--- src/verilog/hdmc_pkg.sv ---
// shared constants and types of the h-bridge dc motor control block
package hdmc_pkg;
  // clock and timing
  localparam longint CLK_FREQ_HZ = 250_000_000;
  localparam longint CHOP_FREQ_HZ = 46_000;
  localparam longint CHOP_FREQ_MIN_HZ = 32_000;
  localparam longint CHOP_FREQ_MAX_HZ = 62_000;
  localparam int CHOP_PERIOD_CYC = int'(CLK_FREQ_HZ / CHOP_FREQ_HZ);
  localparam longint DEAD_TIME_NS = 500;
  localparam int DEAD_CYC = int'((DEAD_TIME_NS * CLK_FREQ_HZ + 999_999_999) / 1_000_000_000);
  localparam longint PIN_FILTER_NS = 40;
  localparam int PIN_FILTER_CYC = int'((PIN_FILTER_NS * CLK_FREQ_HZ + 999_999_999) / 1_000_000_000);
  localparam int DET_FILTER_CYC = 1;
  localparam int CHOP_CNT_W = 16;
  localparam int DEAD_CNT_W = 8;
  // chopping peak current: vref / divide ratio / sense resistance
  localparam real VREF_DIVIDE_RATIO = 4.9;
  localparam real VREF_MAX_V = 2.0;
  localparam real OVERCURRENT_DETECT_V = 0.48;
  // control pin positions in the filtered vector
  localparam int PIN_DIR_A = 0;
  localparam int PIN_DIR_B = 1;
  localparam int PIN_ENABLE = 2;
  localparam int PIN_W = 3;
  localparam int DET_W = 6;

  typedef struct packed {
    logic high_a;
    logic high_b;
    logic low_a;
    logic low_b;
  } hdmc_sw_t;

  typedef struct packed {
    logic short_circ;
    logic over_heat;
    logic over_curr;
    logic rs_short;
    logic vdd_low;
    logic chop_trip;
  } hdmc_det_t;

  typedef enum logic [0:0] {
    DRV_RUN,
    DRV_DEAD
  } hdmc_drv_t;
endpackage

--- src/verilog/hdmc_in_filter.sv ---
// two-flop synchroniser and stability filter, one lane per input bit
`timescale 1ns/1ns
module hdmc_in_filter
  import hdmc_pkg::*;
#(
  parameter int WIDTH = 3,
  parameter int STABLE = 10
)
(
  input wire logic i_clk,
  input wire logic i_rst,
  input wire logic [WIDTH-1:0] i_pin,
  output logic [WIDTH-1:0] o_level
);
  localparam int CW = $clog2(STABLE + 1);
  localparam logic [CW-1:0] LAST = CW'(STABLE - 1);

  genvar g;
  for (g = 0; g < WIDTH; g++)
  begin : g_lane
    logic meta_reg;
    logic sync_reg;
    logic level_reg;
    logic [CW-1:0] cnt_reg;

    always_ff @(posedge i_clk)
    begin
      if (i_rst)
      begin
        meta_reg <= 1'b0;
        sync_reg <= 1'b0;
      end
      else
      begin
        meta_reg <= i_pin[g];
        sync_reg <= meta_reg;
      end
    end

    // level follows only after the synced input held steady
    always_ff @(posedge i_clk)
    begin
      if (i_rst)
      begin
        level_reg <= 1'b0;
        cnt_reg <= '0;
      end
      else if (sync_reg == level_reg)
      begin
        cnt_reg <= '0;
      end
      else if (cnt_reg == LAST)
      begin
        level_reg <= sync_reg;
        cnt_reg <= '0;
      end
      else
      begin
        cnt_reg <= cnt_reg + CW'(1);
      end
    end

    assign o_level[g] = level_reg;
  end
endmodule // hdmc_in_filter

--- src/verilog/hdmc_bridge_ctrl.sv ---
// h-bridge switch decode, chopping, dead gap and fault latch
//
// Function
// - direction a low: high a on, low a off
// - direction b low: high b on, low b off
// - both directions low: brake through high switches
// - supply collapse with enable high raises fault
// - short, overheat or overcurrent detector fires: fault low, switches latched off
// - shorted output detected as short, latches off
// - shutdown persists until power cycle
// - shorted sense resistor disables overcurrent only
// - enable may carry external pwm
// - chopping on low switches at internal rate
// - device inserts own gap on reversal
// - peak current is vref over 4.9 over resistor
// - sense voltage over 0.48 v trips overcurrent
// - control pins cleaned by filtered inputs
`timescale 1ns/1ns
module hdmc_bridge_ctrl
  import hdmc_pkg::*;
#(
  parameter int CHOP_PERIOD = CHOP_PERIOD_CYC,
  parameter int DEAD = DEAD_CYC,
  parameter int PIN_STABLE = PIN_FILTER_CYC
)
(
  input wire logic i_clk,
  input wire logic i_rst,
  input wire logic i_direction_in_a,
  input wire logic i_direction_in_b,
  input wire logic i_enable,
  input wire hdmc_det_t i_detect,
  output hdmc_sw_t o_switch,
  output logic o_fault_n,
  output logic o_chop_active
);
  localparam logic [CHOP_CNT_W-1:0] CHOP_LAST = CHOP_CNT_W'(CHOP_PERIOD - 1);
  localparam logic [DEAD_CNT_W-1:0] DEAD_LAST = DEAD_CNT_W'(DEAD - 1);

  logic [PIN_W-1:0] pin_level;
  hdmc_det_t det;
  logic lvl_a;
  logic lvl_b;
  logic lvl_en;
  hdmc_sw_t req_sw;
  hdmc_sw_t base_reg;
  hdmc_sw_t sw_reg;
  hdmc_drv_t state_reg;
  logic [DEAD_CNT_W-1:0] dead_cnt_reg;
  logic [CHOP_CNT_W-1:0] chop_cnt_reg;
  logic chop_off_reg;
  logic fault_reg;
  logic fault_next;
  logic fault_n_reg;
  logic leg_conflict;

  // clean control levels from the pins
  hdmc_in_filter #(
    .WIDTH(PIN_W),
    .STABLE(PIN_STABLE)
  ) u_pin_filter (
    .i_clk(i_clk),
    .i_rst(i_rst),
    .i_pin({i_enable, i_direction_in_b, i_direction_in_a}),
    .o_level(pin_level)
  );

  hdmc_in_filter #(
    .WIDTH(DET_W),
    .STABLE(DET_FILTER_CYC)
  ) u_det_filter (
    .i_clk(i_clk),
    .i_rst(i_rst),
    .i_pin(i_detect),
    .o_level(det)
  );

  assign lvl_a = pin_level[PIN_DIR_A];
  assign lvl_b = pin_level[PIN_DIR_B];
  assign lvl_en = pin_level[PIN_ENABLE];

  // requested switch pattern from direction and enable levels
  always_comb
  begin
    req_sw = '0;
    if (!lvl_a && !lvl_b)
    begin
      req_sw.high_a = 1'b1;
      req_sw.high_b = 1'b1;
    end
    else if (lvl_en)
    begin
      req_sw.high_a = !lvl_a;
      req_sw.low_a = lvl_a;
      req_sw.high_b = !lvl_b;
      req_sw.low_b = lvl_b;
    end
  end

  // a switch turning on while its leg partner is still on needs a gap
  assign leg_conflict = (req_sw.high_a && base_reg.low_a) || (req_sw.low_a && base_reg.high_a) ||
                        (req_sw.high_b && base_reg.low_b) || (req_sw.low_b && base_reg.high_b);

  // applied pattern and reversal gap
  always_ff @(posedge i_clk)
  begin
    if (i_rst || fault_reg)
    begin
      state_reg <= DRV_RUN;
      base_reg <= '0;
      dead_cnt_reg <= '0;
    end
    else
    begin
      case (state_reg)
        DRV_RUN:
        begin
          if (leg_conflict)
          begin
            state_reg <= DRV_DEAD;
            base_reg <= '0;
            dead_cnt_reg <= '0;
          end
          else
          begin
            base_reg <= req_sw;
          end
        end
        DRV_DEAD:
        begin
          if (dead_cnt_reg == DEAD_LAST)
          begin
            state_reg <= DRV_RUN;
          end
          dead_cnt_reg <= dead_cnt_reg + DEAD_CNT_W'(1);
        end
        default:
        begin
          state_reg <= DRV_RUN;
          base_reg <= '0;
        end
      endcase
    end
  end

  // internal pwm period; a current trip holds the low switches off till the next period
  always_ff @(posedge i_clk)
  begin
    if (i_rst)
    begin
      chop_cnt_reg <= '0;
      chop_off_reg <= 1'b0;
    end
    else
    begin
      chop_cnt_reg <= (chop_cnt_reg == CHOP_LAST) ? '0 : chop_cnt_reg + CHOP_CNT_W'(1);
      if (det.chop_trip)
      begin
        chop_off_reg <= 1'b1;
      end
      else if (chop_cnt_reg == CHOP_LAST)
      begin
        chop_off_reg <= 1'b0;
      end
    end
  end

  // fault latch
  assign fault_next = fault_reg || det.short_circ || det.over_heat ||
                      (det.over_curr && !det.rs_short);

  always_ff @(posedge i_clk)
  begin
    if (i_rst)
    begin
      fault_reg <= 1'b0;
      fault_n_reg <= 1'b1;
    end
    else
    begin
      fault_reg <= fault_next;
      fault_n_reg <= !(fault_next || (det.vdd_low && lvl_en));
    end
  end

  // registered switch drive, low side gated by chopping
  always_ff @(posedge i_clk)
  begin
    if (i_rst || fault_reg)
    begin
      sw_reg <= '0;
    end
    else
    begin
      sw_reg.high_a <= base_reg.high_a;
      sw_reg.high_b <= base_reg.high_b;
      sw_reg.low_a <= base_reg.low_a && !chop_off_reg;
      sw_reg.low_b <= base_reg.low_b && !chop_off_reg;
    end
  end

  assign o_switch = sw_reg;
  assign o_fault_n = fault_n_reg;
  assign o_chop_active = chop_off_reg;
endmodule // hdmc_bridge_ctrl

--- config.mk ---
export PLATFORM = sky130hd
export DESIGN_NAME = hdmc_bridge_ctrl
export DESIGN_NICKNAME = d
export VERILOG_FILES = /design/src/verilog/hdmc_pkg.sv /design/src/verilog/hdmc_in_filter.sv /design/src/verilog/hdmc_bridge_ctrl.sv
export SDC_FILE = /design/constraint.sdc
export NUM_CORES = 1
export LEC_CHECK = 0
export BUFFER_PORTS_ARGS = -buffer_cell sky130_fd_sc_hd__buf_2
export CELL_PAD_IN_SITES_DETAIL_PLACEMENT = 1
export CELL_PAD_IN_SITES_GLOBAL_PLACEMENT = 1
export CORE_MARGIN = 2
export CORE_UTILIZATION = 40
export DETAILED_ROUTE_END_ITERATION = 10
export HOLD_SLACK_MARGIN = 0.03
export PLACE_DENSITY_LB_ADDON = 0.25
export SLEW_MARGIN = 20
export SYNTH_ARGS = -nofsm -noshare
export SYNTH_HDL_FRONTEND = slang
export SYNTH_HIERARCHICAL = 1
export SYNTH_SLANG_ARGS = --single-unit
--- constraint.sdc ---
create_clock -name i_clk -period 4.5 [get_ports i_clk]
set_input_delay 0.9 -clock i_clk [delete_from_list [all_inputs] [get_ports i_clk]]
set_output_delay 0.9 -clock i_clk [all_outputs]
set_load 0.02 [all_outputs]
* After elaboration in Yosys (flattened, before gate mapping) *
Cells that the tools add are included.
W data, S select, Z words.

storage, ports and cells
  bits in registers = 81
  bits of input ports = 11
  output and inout bits = 6
  logic and storage cells = 145

operators by class
  add/subtract/negate cells = 11
  equality and inequality tests = 15
  mux-type cells = 11
  bitwise operators = 16
  reduce and logical (&&, ||, !) cells = 42

operators by type and width
  cell                     number
  $reduce_or A3 Y1         9
  $reduce_and A2 Y1        9
  $add A16 B1 Y16 const B  1
  $eq A16 B13 Y1 const B   1
  $not A1 Y1               16
  $pmux W8 S2              1
  $add A4 B1 Y4 const B    3
  $eq A4 B4 Y1 const B     3
  $eq A1 B1 Y1             9
  $logic_and A1 B1 Y1      9
  $add A8 B1 Y8 const B    1
  $eq A8 B7 Y1 const B     1
  $logic_or A1 B1 Y1       8
  $mux W4                  2
  $mux W8                  1
  $add A1 B1 Y1 const B    6
  $logic_not A1 Y1         5
  $mux W1                  4
  $mux W2                  2
  $ne A2 B2 Y1 const B     1
  $pmux W1 S2              1
  $reduce_bool A2 Y1       1
  $reduce_or A2 Y1         1

* Depth between registers and ports, before layout *
  depth after elaboration = 9
  gate-level depth with buffers = 6
  depth with buffers taken out = 5

* By module *
Netlist, hierarchy kept.

modules (own cells, without submodules)
  module                         times used  cells each  area an instance (um2)  sequential area each (um2)
  hdmc_bridge_ctrl               1           181         1587.8                  720.7
  hdmc_in_filter (u_pin_filter)  1           76          803.3                   420.4
  hdmc_in_filter (u_det_filter)  1           56          703.2                   480.5

* Worst setup path before layout *
Ideal clock, no wire load.

  path kind = input -> register
  start = input port i_rst
  end = register dead_cnt_reg[6]
  library setup time = 0.076 ns
  data arrival time = 1.665 ns
  required time = 4.424 ns
  path slack = 2.759 ns
  stages on the path = 4
  buffers on the path = 0
  path through = nor3b_2 > nand2_1 > mux2_2 > o21ai_0

between the ends
  word-level cells in the longest chain between the ends = 1

RTL lines
  item                    line                     text
  start: declaration      hdmc_bridge_ctrl.sv:28   input wire logic i_rst,
  $logic_or A1 B1 Y1      hdmc_bridge_ctrl.sv:107  if (i_rst || fault_reg)
  end signal: assignment  hdmc_bridge_ctrl.sv:135  dead_cnt_reg <= dead_cnt_reg + DEAD_CNT_W'(1);
  end: declaration        hdmc_bridge_ctrl.sv:49   logic [DEAD_CNT_W-1:0] dead_cnt_reg;

No other way between the ends.
A chain may end at the register's enable or synchronous reset.

* Worst setup path in the final report *
Same ends and word-level chain as after synthesis.

==> summary.md <==
| Metric | Value |
|---|---|
| Critical-path top delay cell | nor3b_2 |
| Largest net degree at the start of global routing | 37 |
| FF-to-FF setup slack | approximately 2.7 ns |
| WP data arrival | 2.27 ns |
| Class of the worst hold path | reg2reg |
| Placer Congestion | a little over 0.7 |
| Mean Syn Cell Area | a little under 10 um^2 |
| Final Cycle Share | 0.446 |
| Register area share after synthesis | 0.524 |
| RSZ-0062 raised after global routing | false |
| Leakage | 1.31 nW |
| Worst-path clk slew | about 0.08 ns |
| Drt pass-1 iters | 4 |
| Clock tree buffer depth | 2 |
| Worst slew margin relative to its limit | 0.590 |
| HP Start | u_det_filter/g_lane[4].meta_reg |
| Routed wire per std cell | roughly 13 um |
| H-tree depth | 3 |
| Worst-margin pin slew | between 0.6 and 0.7 ns |
| First-pass GRT wire length | slightly below 10000 um |
| Worst setup margin | roughly 2.5 ns |
| TritonCTS buffer count | 9 |
| Number of fill cells | 910 |
| Initial core utilization | 0.407 |
| Hold endpoint | u_det_filter/g_lane[4].sync_reg |
| Clock Latency Late Sink | 0.35 ns |
| Power, Total | between 1 and 1.5 mW |
| Commonest cells post-synth | dfxtp_1, nor2_1, nand2_1 |
| Final min period | 2.01 ns |
| Top cell type's share of synthesized area | 0.524 |
| Vias in the first global route | between 2000 and 2500 |
| Io pins | 17 |
| Share of cells above drive strength 1 | 0.107 |
| Synth Flop Type | dfxtp_1 |
| Layout net count | 351 |
| Grt ovf | 0 |
| Final Hold Viols | 0 |
| Remaining routing DRC violations | 0 |
| Via count | between 2000 and 2500 |
| Sum Neg Setup Slack | 0 ns |
| Hold-fix buffers, CTS | 0 |
| Worst EP required | 4.76 ns |
| Crit path from | i_rst |
| Worst Skew | between 0.01 and 0.015 ns |
| Max stage delay on crit path | slightly below 0.6 ns |
| CTS tree | built |
| Number of flip-flops in the largest register | 16 |
| Horiz. Die Dim | approximately 92 um |
| Worst Path Buf+Inv | 1 |
| Pwr/cell area | between 300 and 400 nW/um^2 |
| Crit Path Max Fanout | 36 |
| CP Capture Type | flop |
| Die height | just over 90 um |
| Setup CP Type | in2reg |
| Worst r2r path cells | 4 |
| # rows | 32 |
| Distinct cells, synth | 44 |
| Post-synthesis cell count | between 300 and 400 |
| Yosys reg bits | 81 |
| Max VDD drop | 211 uV |
| Gr usage total | 0.142 |
| Total wire length | around 5500 um |
| Post-CTS Resized | 0 |
| RR Endpoint | o_chop_active |
| ANT cells | 0 |
| Hold_ws | roughly 0.44 ns |
| Status | completed |
| Clock Tree Root | clkbuf_8 |
| Die area | about 8500 um^2 |
| Largest area contributor in the netlist | dfxtp_1 |
| Fmax | 498 MHz |
| Number of endpoints failing setup at the final stage | 0 |
| Final antenna-violating net count | 0 |
| Number of port buffers | 16 |
| Async S/R FF share, synth | 0 |
| Core ar. | between 7000 and 8000 um^2 |
| EDFF count, synth | 0 |
| Register area | about 1600 um^2 |
| DRT iter0 DRCs | between 70 and 80 |
| Slew Limit Fails | 0 |
| Yosys Warn Count | 6 |
| Detailed Place HPWL | 3850 um |
| Startpoint types | input port |
| Synthesis-to-finish area growth | 10.4% |
| Worst slack, placed | 2.15 ns |
| Sink Count | 81 |
| Mapped Area | 3090 um^2 |
| Critical R2R Launch | chop_cnt_reg[9] |
| Multi-input logic area | around 1300 um^2 |
| Cell Chain, Critical Path | buf_2 -> nor3b_2 -> nand2_1 -> mux2_2 -> o21ai_0 |
| Hold depth | 1 |
| Post-CTS setup buffers | 0 |
| Via density | ~4.8 |
| Synth area leaders | dfxtp_1, nor2_1, xnor2_1 |
| Initial antenna violation count | 0 |
| # Max-Cap Violations | 0 |
| Delay-heaviest family, CP | simple AND/OR/NAND/NOR gates |
| Top-count cell post-synth | dfxtp_1 |
==> metrics by stage <==
| stage | area [um^2] | util | instances |
|---|---|---|---|
| CTS | 3420 | 0.449 | 437 |
| global route | 3420 | 0.449 | 437 |
| global placement | 3210 | 0.422 | 421 |
| floorplan | 3110 | - | 318 |
| finish | 3420 | 0.449 | 437 |
| detailed placement | 3210 | 0.422 | 421 |
==> metal layers <==
layer	share of wire	wire (um)	up-vias	track usage
met5	0	0	-	0
met1	0.49	2710	1006	0.174
met2	0.47	2600	24	0.237
met3	0.024	131	8	0.0296
met4	0.016	89	0	0.0709
li1	-	-	1071	-
==> power by group <==
group	total, mW	switching, mW	internal [mW]
registers	0.747	0.0109	0.736
logic	0.0426	0.0240	0.0185
clock network	0.555	0.286	0.268
==> kinds of logic (layout without fill, tap and decap cells) <==
group	count (synthesis)	after routing	share of synthesized area
other cells	1	6	0.00121
fa+ha+maj	10	10	0.0404
simple gates	127	127	0.213
compound gates	30	30	0.0679
flops	81	81	0.524
xor+xnor	23	23	0.0651
mux	10	10	0.0328
buf+inv	31	48	0.0558
==> layout make-up <==
cell class,instances,share of cell area
clock inverters,7,0.0245
inverters,16,0.0176
clock buffers,9,0.0363
repair buffers,16,0.0234
well taps,102,0.0374
multi-input cells,206,0.386
flip-flops and latches,81,0.475
==> worst reg2reg max path, delay by kind of cell (launching register included) <==
family,cells,cell delay (ns)
simple gates,2,0.52
compound gates,2,0.78
flops,1,0.38
==> worst max-delay path by stage <==
stage	to	depth (start not counted)
floorplan	dead_cnt_reg[6]	4
global placement	dead_cnt_reg[6]	5
finish	dead_cnt_reg[6]	5
CTS	dead_cnt_reg[6]	5
detailed placement	base_reg[3]	4
global route	dead_cnt_reg[6]	5
==> placed cells by master, fill, tap and decap left out, types with 3 or more instances in the layout <==
cell type and n:
dfxtp_1 81, nor4_1 5, nor3_1 5, o21ai_0 7
nand3b_1 6, o31ai_1 3, xnor2_1 16, buf_2 16
nand3_1 11, ha_1 10, a21oi_1 4, clkbuf_8 9
inv_1 16, nor2_1 42, nor2b_1 13, and2b_1 7
nand2b_1 3, conb_1 6, and3_1 3, nand4_1 5
nand2_1 19, mux2i_1 9, xor2_1 7, inv_6 4
(Power assumes the default switching activity.)
